===== config.mk =====
export PLATFORM = sky130hd
export DESIGN_NAME = cardbus_socket_status_mask
export DESIGN_NICKNAME = d
export VERILOG_FILES = /design/src/verilog/socket_pkg.sv /design/src/verilog/event_flag_bank.sv /design/src/verilog/cardbus_socket_status_mask.sv
export VERILOG_INCLUDE_DIRS = /design/src /design/src/verilog
export SDC_FILE = /design/constraint.sdc
export NUM_CORES = 1
export LEC_CHECK = 0
export ABC_AREA = 1
export BUFFER_PORTS_ARGS = -buffer_cell sky130_fd_sc_hd__clkbuf_2
export CAP_MARGIN = 10
export CELL_PAD_IN_SITES_DETAIL_PLACEMENT = 0
export CELL_PAD_IN_SITES_GLOBAL_PLACEMENT = 1
export CORE_AREA = 2 2 101 64
export DETAILED_ROUTE_END_ITERATION = 6
export DIE_AREA = 0 0 103 66
export PLACE_DENSITY_LB_ADDON = 0.1
export SYNTH_ARGS = -nofsm -noshare
export SYNTH_HDL_FRONTEND = slang
export SYNTH_SLANG_ARGS = --single-unit

===== constraint.sdc =====
create_clock -name clk -period 1.4 [get_ports clk]
set_clock_uncertainty 0.1 [all_clocks]
set_input_delay 0.28 -clock clk [delete_from_list [all_inputs] [get_ports clk]]
set_output_delay 0.28 -clock clk [all_outputs]
set_load 0.02 [all_outputs]

===== src/verilog/socket_defs.svh =====
/*
  Offsets, field positions and reset values of the socket status and mask registers.
  Assumes inclusion by bare name from any design file that needs them.
*/
`ifndef SOCKET_DEFS_SVH
`define SOCKET_DEFS_SVH

`define SOCK_ADDR_W 8
`define SOCK_OFF_EVENT 8'h00
`define SOCK_OFF_MASK 8'h04
`define SOCK_OFF_STATE 8'h08
`define SOCK_OFF_FORCE 8'h0c

`define SOCK_N_EVENTS 4
`define EV_CARD_STATUS 0
`define EV_CD1 1
`define EV_CD2 2
`define EV_POWER 3

`define MASK_CSTS_BIT 0
`define MASK_CD_LO 1
`define MASK_CD_HI 2
`define MASK_PWR_BIT 3
`define MASK_RESET 4'h0
`define MASK_CD_ENABLE 2'h3

`define ST_YY_SOCKET 31
`define ST_XX_SOCKET 30
`define ST_3V3_SOCKET 29
`define ST_5V_SOCKET 28
`define ST_CARD_VS_HI 13
`define ST_CARD_VS_LO 10
`define ST_BAD_VCC 9
`define ST_DATA_LOSS 8
`define ST_POWERED 3
`define ST_CD2 2
`define ST_CD1 1
`define ST_CARD_STATUS 0

`define SOCK_CAP_RESET 3'h1
`define CARD_VS_RESET 4'h0
`define CD_PIN_RESET 1'h1
`define ZERO_WORD 32'h0000_0000

`endif


===== src/verilog/socket_pkg.sv =====
/*
  Types shared by the socket register bank: register request and socket status inputs.
  Assumes socket_defs.svh for the widths.
*/
`include "socket_defs.svh"

package socket_pkg;

  typedef struct packed {
    logic [`SOCK_ADDR_W-1:0] addr;
    logic wr;
    logic rd;
    logic [31:0] wdata;
  } reg_req_s;

  typedef struct packed {
    logic card_detect_pin_1;
    logic card_detect_pin_2;
    logic card_status_pin;
    logic cardbus_card;
    logic socket_power_on;
    logic card_ident_busy;
    logic card_insert_done;
    logic [3:0] card_vs_caps;
    logic bad_vcc_detect;
    logic removal_loss_detect;
  } socket_in_s;

endpackage


===== src/verilog/event_flag_bank.sv =====
/*
  Bank of sticky event flags, one per socket event, set by hardware and cleared by write-1.
  Assumes set and clear arrive as one-cycle pulses synchronous to clk.
*/
`timescale 1ns/1ps

module event_flag_bank #(
  parameter int N = 4
) (
  input wire logic clk,
  input wire logic sticky_clr,
  input wire logic [N-1:0] set_pulse,
  input wire logic [N-1:0] clr_pulse,
  output logic [N-1:0] flags
);

  logic [N-1:0] flag_reg;
  logic [N-1:0] flag_next;

  genvar i;
  generate
    for (i = 0; i < N; i++) begin : g_flag
      always_comb begin
        // set beats a clear landing in the same cycle
        if (set_pulse[i]) begin
          flag_next[i] = 1'b1;
        end else if (clr_pulse[i]) begin
          flag_next[i] = 1'b0;
        end else begin
          flag_next[i] = flag_reg[i];
        end
      end
    end
  endgenerate

  always_ff @(posedge clk) begin
    if (sticky_clr) begin
      flag_reg <= '0;
    end else begin
      flag_reg <= flag_next;
    end
  end

  assign flags = flag_reg;

endmodule


===== src/verilog/cardbus_socket_status_mask.sv =====
/*
  Socket event, mask, present state and force event registers of a card socket, with the
  status change interrupt built from event flags and their masks.
  Assumes one register request at a time on a simple strobe port; socket inputs synchronous.
*/
// Behaviour
// - event flags update on every event whatever the mask holds
// - mask register bits 31 to 4 read as zero
// - mask bit 3 lets power-cycle events raise the interrupt; default off
// - card-detect mask code 11 enables, 00 blocks; 01 and 10 reserved
// - mask bit 0 lets card-status events raise the interrupt; default off
// - sticky bits cleared by global reset, or bus reset when events disabled
// - present state shows force-event writes and live socket status
// - card voltage bits change at card insertion and on force-event writes
// - card-detect changes hidden while card identification runs
// - Y.Y and X.X socket bits read zero unless forced
// - 3.3 volt socket bit reads one unless forced
// - 5 volt socket bit reads one unless device control bit 6 overrides
// - present state bits 27 to 14 read zero
// - card voltage bits report card, force-event one sets each
// - invalid voltage request sets bit 9, zero normally
// - possible data loss at removal sets bit 8, zero normally
// - interrupt asserted while any flag is set and enabled by its mask
// - flag set on change of its present-state field; card status of a cardbus card on rising edges only
`timescale 1ns/1ps
`include "socket_defs.svh"

module cardbus_socket_status_mask (
  input wire logic clk,
  input wire logic rst,
  input wire logic bus_reset_pin,
  input wire logic pme_enable,
  input wire logic ctrl_5v_override,
  input wire socket_pkg::reg_req_s req,
  input wire socket_pkg::socket_in_s sock,
  output logic [31:0] reg_rdata,
  output logic reg_ack,
  output logic status_change_interrupt
);
  import socket_pkg::*;

  logic sticky_clr;
  logic [3:0] mask_reg;
  logic [3:0] mask_next;
  logic [2:0] sock_cap_reg;
  logic [2:0] sock_cap_next;
  logic [3:0] card_vs_reg;
  logic [3:0] card_vs_next;
  logic bad_vcc_reg;
  logic bad_vcc_next;
  logic data_loss_reg;
  logic data_loss_next;
  logic powered_reg;
  logic powered_next;
  logic cd1_reg;
  logic cd1_next;
  logic cd2_reg;
  logic cd2_next;
  logic csts_reg;
  logic csts_next;
  logic [31:0] rdata_reg;
  logic [31:0] rdata_next;
  logic ack_reg;
  logic ack_next;
  logic [`SOCK_N_EVENTS-1:0] ev_set;
  logic [`SOCK_N_EVENTS-1:0] ev_clr;
  logic [`SOCK_N_EVENTS-1:0] ev_flags;
  logic [`SOCK_N_EVENTS-1:0] ev_enable;
  logic [31:0] state_word;
  logic wr_mask;
  logic wr_event;
  logic wr_force;
  logic csts_rise;
  logic csts_fall;

  // sticky context survives bus reset while power management events are on
  assign sticky_clr = rst | (bus_reset_pin & ~pme_enable);

  // write decode; the present state offset and unmapped offsets select nothing
  always_comb begin
    wr_mask = 1'b0;
    wr_event = 1'b0;
    wr_force = 1'b0;
    if (req.wr) begin
      case (req.addr)
        `SOCK_OFF_EVENT: begin
          wr_event = 1'b1;
        end
        `SOCK_OFF_MASK: begin
          wr_mask = 1'b1;
        end
        `SOCK_OFF_FORCE: begin
          wr_force = 1'b1;
        end
        default: begin
          wr_mask = 1'b0;
        end
      endcase
    end
  end

  // mask register: only the low four bits are stored
  always_comb begin
    mask_next = mask_reg;
    if (wr_mask) begin
      mask_next = req.wdata[`MASK_PWR_BIT:`MASK_CSTS_BIT];
    end
  end

  always_ff @(posedge clk) begin
    if (sticky_clr) begin
      mask_reg <= `MASK_RESET;
    end else begin
      mask_reg <= mask_next;
    end
  end

  // socket capability bits are not sticky context, so only global reset reloads them to 3'h1
  always_comb begin
    sock_cap_next = sock_cap_reg;
    if (wr_force) begin
      sock_cap_next = req.wdata[`ST_YY_SOCKET:`ST_3V3_SOCKET];
    end
  end

  always_ff @(posedge clk) begin
    if (rst) begin
      sock_cap_reg <= `SOCK_CAP_RESET;
    end else begin
      sock_cap_reg <= sock_cap_next;
    end
  end

  // card voltage support, invalid voltage and data loss status
  always_comb begin
    card_vs_next = card_vs_reg;
    bad_vcc_next = bad_vcc_reg;
    data_loss_next = data_loss_reg;
    if (sock.card_insert_done) begin
      card_vs_next = sock.card_vs_caps;
    end
    if (wr_force) begin
      card_vs_next = card_vs_next | req.wdata[`ST_CARD_VS_HI:`ST_CARD_VS_LO];
      bad_vcc_next = req.wdata[`ST_BAD_VCC];
      data_loss_next = req.wdata[`ST_DATA_LOSS];
    end
    if (sock.bad_vcc_detect) begin
      bad_vcc_next = 1'b1;
    end
    if (sock.removal_loss_detect) begin
      data_loss_next = 1'b1;
    end
  end

  always_ff @(posedge clk) begin
    if (sticky_clr) begin
      card_vs_reg <= `CARD_VS_RESET;
      bad_vcc_reg <= 1'b0;
      data_loss_reg <= 1'b0;
    end else begin
      card_vs_reg <= card_vs_next;
      bad_vcc_reg <= bad_vcc_next;
      data_loss_reg <= data_loss_next;
    end
  end

  // live socket levels; card detect frozen while identification drives the pins
  always_comb begin
    powered_next = sock.socket_power_on;
    csts_next = sock.card_status_pin;
    cd1_next = cd1_reg;
    cd2_next = cd2_reg;
    if (!sock.card_ident_busy) begin
      cd1_next = sock.card_detect_pin_1;
      cd2_next = sock.card_detect_pin_2;
    end
  end

  always_ff @(posedge clk) begin
    if (sticky_clr) begin
      powered_reg <= 1'b0;
      cd1_reg <= `CD_PIN_RESET;
      cd2_reg <= `CD_PIN_RESET;
      csts_reg <= 1'b0;
    end else begin
      powered_reg <= powered_next;
      cd1_reg <= cd1_next;
      cd2_reg <= cd2_next;
      csts_reg <= csts_next;
    end
  end

  // event detection on present-state field changes
  // card status edges, both directions kept apart for the card type choice
  always_comb begin
    csts_rise = 1'b0;
    csts_fall = 1'b0;
    if (csts_next && !csts_reg) begin
      csts_rise = 1'b1;
    end
    if (!csts_next && csts_reg) begin
      csts_fall = 1'b1;
    end
  end

  always_comb begin
    ev_set = '0;
    ev_set[`EV_POWER] = powered_next ^ powered_reg;
    ev_set[`EV_CD1] = cd1_next ^ cd1_reg;
    ev_set[`EV_CD2] = cd2_next ^ cd2_reg;
    // cardbus cards flag rising edges only, 16-bit cards both edges
    ev_set[`EV_CARD_STATUS] = csts_rise | (csts_fall & ~sock.cardbus_card);
    if (sticky_clr) begin
      ev_set = '0;
    end else if (wr_force) begin
      ev_set = ev_set | req.wdata[`SOCK_N_EVENTS-1:0];
    end
  end

  // write one clears a flag; a set landing in the same cycle still wins
  always_comb begin
    ev_clr = '0;
    if (wr_event) begin
      ev_clr = req.wdata[`SOCK_N_EVENTS-1:0];
    end
  end

  // flags never look at the mask
  event_flag_bank #(
    .N(`SOCK_N_EVENTS)
  ) u_flags (
    .clk(clk),
    .sticky_clr(sticky_clr),
    .set_pulse(ev_set),
    .clr_pulse(ev_clr),
    .flags(ev_flags)
  );

  // reserved card-detect codes 01 and 10 block the interrupt
  always_comb begin
    ev_enable = '0;
    ev_enable[`EV_POWER] = mask_reg[`MASK_PWR_BIT];
    ev_enable[`EV_CARD_STATUS] = mask_reg[`MASK_CSTS_BIT];
    ev_enable[`EV_CD1] = (mask_reg[`MASK_CD_HI:`MASK_CD_LO] == `MASK_CD_ENABLE);
    ev_enable[`EV_CD2] = (mask_reg[`MASK_CD_HI:`MASK_CD_LO] == `MASK_CD_ENABLE);
  end

  assign status_change_interrupt = |(ev_flags & ev_enable);

  // present state word
  always_comb begin
    state_word = `ZERO_WORD;
    state_word[`ST_YY_SOCKET:`ST_3V3_SOCKET] = sock_cap_reg;
    state_word[`ST_5V_SOCKET] = ~ctrl_5v_override;
    state_word[`ST_CARD_VS_HI:`ST_CARD_VS_LO] = card_vs_reg;
    state_word[`ST_BAD_VCC] = bad_vcc_reg;
    state_word[`ST_DATA_LOSS] = data_loss_reg;
    state_word[`ST_POWERED] = powered_reg;
    state_word[`ST_CD2] = cd2_reg;
    state_word[`ST_CD1] = cd1_reg;
    state_word[`ST_CARD_STATUS] = csts_reg;
  end

  // read port: data registered, ack one cycle after the strobe
  always_comb begin
    rdata_next = rdata_reg;
    ack_next = req.rd | req.wr;
    if (req.rd) begin
      case (req.addr)
        `SOCK_OFF_EVENT: begin
          rdata_next = {28'h0000000, ev_flags};
        end
        `SOCK_OFF_MASK: begin
          rdata_next = {28'h0000000, mask_reg};
        end
        `SOCK_OFF_STATE: begin
          rdata_next = state_word;
        end
        `SOCK_OFF_FORCE: begin
          rdata_next = `ZERO_WORD; // force register is write-only
        end
        default: begin
          rdata_next = `ZERO_WORD;
        end
      endcase
    end
  end

  always_ff @(posedge clk) begin
    if (rst) begin
      rdata_reg <= `ZERO_WORD;
      ack_reg <= 1'b0;
    end else begin
      rdata_reg <= rdata_next;
      ack_reg <= ack_next;
    end
  end

  assign reg_rdata = rdata_reg;
  assign reg_ack = ack_reg;

endmodule


======== Word-level counts from Yosys, hierarchy flattened ========
Cells that the tools add are included.
cells by class
  equal/unequal tests ..................... 4
  reduce and logical (&&, ||, !) cells .... 12
  muxes and demuxes ....................... 28
  bitwise gates (word level) .............. 14
operator list
  operator              count
  $pmux W32 S3          1
  $mux W1               22
  $mux W4               5
  $eq A8 B4 Y1 const B  2
  $reduce_bool A2 Y1    6
  $eq A8 B3 Y1 const B  1
  $logic_not A8 Y1      1
  $or A4 B4 Y4          2
  $and A4 B4 Y4         1
  $reduce_or A4 Y1      1
  $not A1 Y1            3
  $or A1 B1 Y1          3
  $xor A1 B1 Y1         3
  $and A1 B1 Y1         2
  $eq A2 B2 Y1 const B  1
  $logic_and A1 B1 Y1   2
  $logic_not A1 Y1      2
word-level totals
  register bits ........................... 54

======== Logic depth before layout (Yosys ltp) ========
  depth after elaboration ................. 9
  gate-level depth with buffers ........... 9
  gate-level depth less buffers ........... 9

======== By module ========
Synthesis repeated with hierarchy kept, for this count alone.
unflattened totals
  cell total of the unflattened synthesis .. 241
  area total of the unflattened synthesis .. 1,839.3 sq um
modules (own cells, without submodules)
  module                      times used  seq. area each (sq um)  cells each  area each (sq um)
  cardbus_socket_status_mask  1           640.6                   221         1,694.1
  event_flag_bank             1           80.1                    20          145.1

======== Worst setup path before layout ========
No wires, ideal clock.
  path kind ............................... in2reg
  from .................................... input port req[39] in the netlist's numbering
  to ...................................... register u_flags.flag_reg[0] (netlist: u_flags.flags[0])
  cell stages on the path ................. 6
  path slack .............................. 223 ps
  data required time ...................... 1,180 ps
  data arrival time ....................... 958 ps
  cells stage by stage .................... nor2_1 -> nand2_2 -> nor2_4 -> nand2_1 -> o21ai_0 -> a21oi_1
on the way
  cells in the longest elaborated chain, start to end .. 6
  elaborated cells between the ends (all ways) .. 11
  those cells by class .................... eq/ne (1); mux (8); reduce/logical (2)
RTL lines
  what                                           RTL line                           source
  start: declaration                             cardbus_socket_status_mask.sv:34   input wire socket_pkg::reg_req_s req,
  $eq A8 B4 Y1                                   cardbus_socket_status_mask.sv:85   case (req.addr)
  $mux W1                                        cardbus_socket_status_mask.sv:85
  $mux W1                                        cardbus_socket_status_mask.sv:84   if (req.wr) begin
  $mux W4                                        cardbus_socket_status_mask.sv:215  end else if (wr_force) begin
  $mux W4                                        cardbus_socket_status_mask.sv:213  if (sticky_clr) begin
  $mux W1 or $reduce_bool A2 Y1 (tied branches)  -
  end signal: assignment                         event_flag_bank.sv:40              flag_reg <= flag_next;
  end: declaration                               event_flag_bank.sv:17              logic [N-1:0] flag_reg;
Several ways; a longest one is shown, not always the timed one.
A chain may end at the register's enable or synchronous reset.

======== Worst setup path after layout ========
  from .................................... register u_flags.flag_reg[2] (netlist: u_flags.flags[2])
  to ...................................... output port status_change_interrupt
on the way
  cells in the longest elaborated chain, start to end .. 2
RTL lines
  what              RTL line                           source
  $and A4 B4 Y4     cardbus_socket_status_mask.sv:248  assign status_change_interrupt = |(ev_flags & ev_enable);
  $reduce_or A4 Y1  cardbus_socket_status_mask.sv:248
  end: declaration  cardbus_socket_status_mask.sv:38   output logic status_change_interrupt
Every way passes these cells.

==> summary.txt <==
Status
  • Failing checks: negative setup slack
  • Status: complete, but fails checks

Route
  • DR vias: 1,616
  • DRT iter0 DRCs: 52
  • Drt drc: 0
  • Final antenna-violating net count: 0
  • WL/cell: 11.0 um
  • Drt pass-1 iters: 4
  • Final WL: 4290 um
  • Vias per inst: 4.13

STA
  • Crit path time final: roughly 1.4 ns
  • Final hold violations: 0
  • Endpoints failing setup: 1
  • Final hold slack: 0.115 ns
  • Setup ws final: -0.0148 ns
  • Tcrit/Tclk final: 101%
  • Unrepaired setup endpoints after global routing: yes
  • Setup TNS: -0.0148 ns
  • Max Fclk: 707 MHz
  • Slew Viols, Final: 0

Run
  • Max-Cap Viols: 0

Final layout
  • Register area: roughly 720 um2
  • Most frequent cells in the layout: clkbuf_2, nand2_1, dfxtp_1
  • Layout fillers: roughly 680
  • Final core occ: 38.4%
  • Layout cells sized above 1: 29.6%
  • Area Overhead vs Synth: 31.9%
  • Footprint of the multi-input gates: 802 um2
  • Final Non-Filler Cells: slightly below 400
  • ANT cells: 0
  • Final net count: 366
  • Commonest non-fill, non-tap cell in the layout: clkbuf_2
  • Max reg flops: 14

Worst hold path
  • Min-delay worst type: input pin to flop
  • Hold_sp: req[29]

Yosys
  • Post-Syn Instances: 235
  • Cell area after synthesis: 0.00172 mm2
  • Share of Yosys cell area claimed by the top area cell type: 42.0%
  • Post-synthesis register bit count: 36
  • Post-synthesis sequential area ratio: 42.0%
  • Leading post-synthesis cells by cell area: dfxtp_1, nand2_1, buf_4, a21oi_1, o21ai_0
  • Cell taking the most area after synthesis: dfxtp_1
  • Library cells used by synthesis: 28
  • YS warnings: 0
  • Syn Area/Cell: 7.30 um2

Floorplan
  • Core area: 0.00589 mm2
  • IO Pins: 94
  • Die area: 0.00680 mm2
  • Row count: 22
  • Initial Util: 29.1%
  • Die X: 103 um
  • Die Y: 66 um

Critical path
  • Critical path cell sequence: o211ai_1, nand3_1, clkbuf_8
  • Crit path launch: u_flags.flags[2]$_SDFFE_PN0P_
  • Slowest stage delay, CP: approximately 0.32 ns
  • Worst reg2reg startpoint: cd1_reg$_SDFF_PN1_
  • Required @ worst endpoint: between 1 and 1.5 ns
  • Startpoint types: flop
  • Arrival time at the worst endpoint: approximately 1 ns
  • Crit. End Element: output pin
  • Critical path class: flop to output pin
  • Slowest CP cell: dfxtp_2
  • CP Max Fanout: 2

CTS
  • Hold-fix buffer count after cts: 0
  • CTS Buf Count: 5
  • Clock sink total: 36
  • Clock transition at path regs: 0.07 ns
  • Skew-Pair Late Insertion Delay: 0.28 ns
  • Max clock buf depth: 2
  • Clock tree root buffer cell: clkbuf_8
  • CTS tree: yes
  • H-tree level count: 2

Global routing
  • Global route total overflow: 0
  • Vias in the first global route: 1,522
  • Initial antenna violation count: 0
  • GRT Total Usage: 13.9%
  • First-pass GRT wire length: 7160 um
  • Largest net degree at the start of global routing: 27

Power
  • Leakage: around 1.1 nW
  • Power per Cell Area: around 1000 mW/mm2
  • Maximum VDD drop: 0.427 mV

Placed design
  • Placed Instances: 381
  • Port-buffer cells: 56
  • Detailed Place HPWL: 3410 um
  • GP Congestion: 0.754
==> layer usage <==
| metal | wire length, um | up-vias | track usage (%) |
|---|---|---|---|
| met4 | 21 | 0 | 3.45 |
| met3 | 297 | 2 | 4.44 |
| met5 | 0 | - | 0 |
| met2 | 1630 | 49 | 19.2 |
| met1 | 2340 | 700 | 20.6 |
| li1 | - | 865 | - |
==> what timing repair did <==
item                                    4_1_cts  5_1_grt
endpoints found under the setup margin        1        1
gates resized for setup                       4        0
pin swaps                                     1        1
buffers inserted                              2        0
==> final cells by class <==
type                            count  share of cell area [%]
Multi-Input combinational cell    167                    35.5
Inverter                           25                    4.31
Clock buffer                        6                    3.21
Clock inverter                      2                    1.55
Sequential cell                    36                    32.0
Timing Repair Buffer               71                    18.9
Tap cell                           84                    4.65
==> stage by stage <==
step | instance area [um2] | total power, W | setup WS [ns]
floorplan | 1780 | 0.00132 | 0.223
global placement | 2130 | 0.00140 | -0.0374
detailed placement | 2130 | 0.00140 | -0.0370
CTS | 2260 | 0.00231 | -0.0482
global route | 2260 | 0.00240 | -0.0535
finish | 2260 | 0.00228 | -0.0148
==> path summary, 6_finish.rpt <==
path	end	slack (ns)	cells after the start
worst max-delay path	status_change_interrupt	-0.01	3
worst min-delay path	sock_cap_reg[0]$_SDFFE_PP1N_	0.12	3
worst max register to register	u_flags.flags[1]$_SDFFE_PN0P_	0.40	5
worst min register to register	reg_rdata[30]$_SDFFE_PP0P_	0.35	2
==> power by group <==
part	total, W	switching, W	internal [W]
Clock	0.000890	0.000361	0.000528
Combinational	0.000295	0.000184	0.000111
Sequential	0.00109	0.0000241	0.00107
Total	0.00228	0.000569	0.00171
==> worst max-delay path: cells and delay by family, from the launching register on <==
family	cells	cell delay (ns)
flip-flops	1	0.32
buffers and inverters	1	0.17
AO/OA/AOI/OAI	1	0.16
AND/OR/NAND/NOR	1	0.11
==> logic make-up (layout without fill, tap and decap cells) <==
family / count (synthesis) / in the layout / share of synthesized area, %
buf+inv: 49 / 104 / 15.0
flops: 36 / 36 / 42.0
other cells: 1 / 18 / 0.219
simple gates: 90 / 90 / 23.6
xor+xnor: 1 / 1 / 0.511
mux: 4 / 4 / 2.33
compound gates: 54 / 54 / 16.3
==> Yosys cell counts <==
cell type and number:
a21oi_1 25, a21oi_2 1, a31oi_1 1, buf_1 1
buf_2 1, buf_4 18, clkbuf_1 4, clkinv_2 1
conb_1 1, dfxtp_1 36, inv_1 22, inv_2 1
inv_4 1, mux2i_1 4, nand2_1 46, nand2_2 2
nand2_4 1, nand3_1 18, nand3b_1 2, nor2_1 17
nor2_2 2, nor2_4 1, nor3_4 1, o211ai_1 1
o21ai_0 22, o21ai_1 3, o21bai_1 1, xnor2_1 1
(Power assumes the default switching activity.)
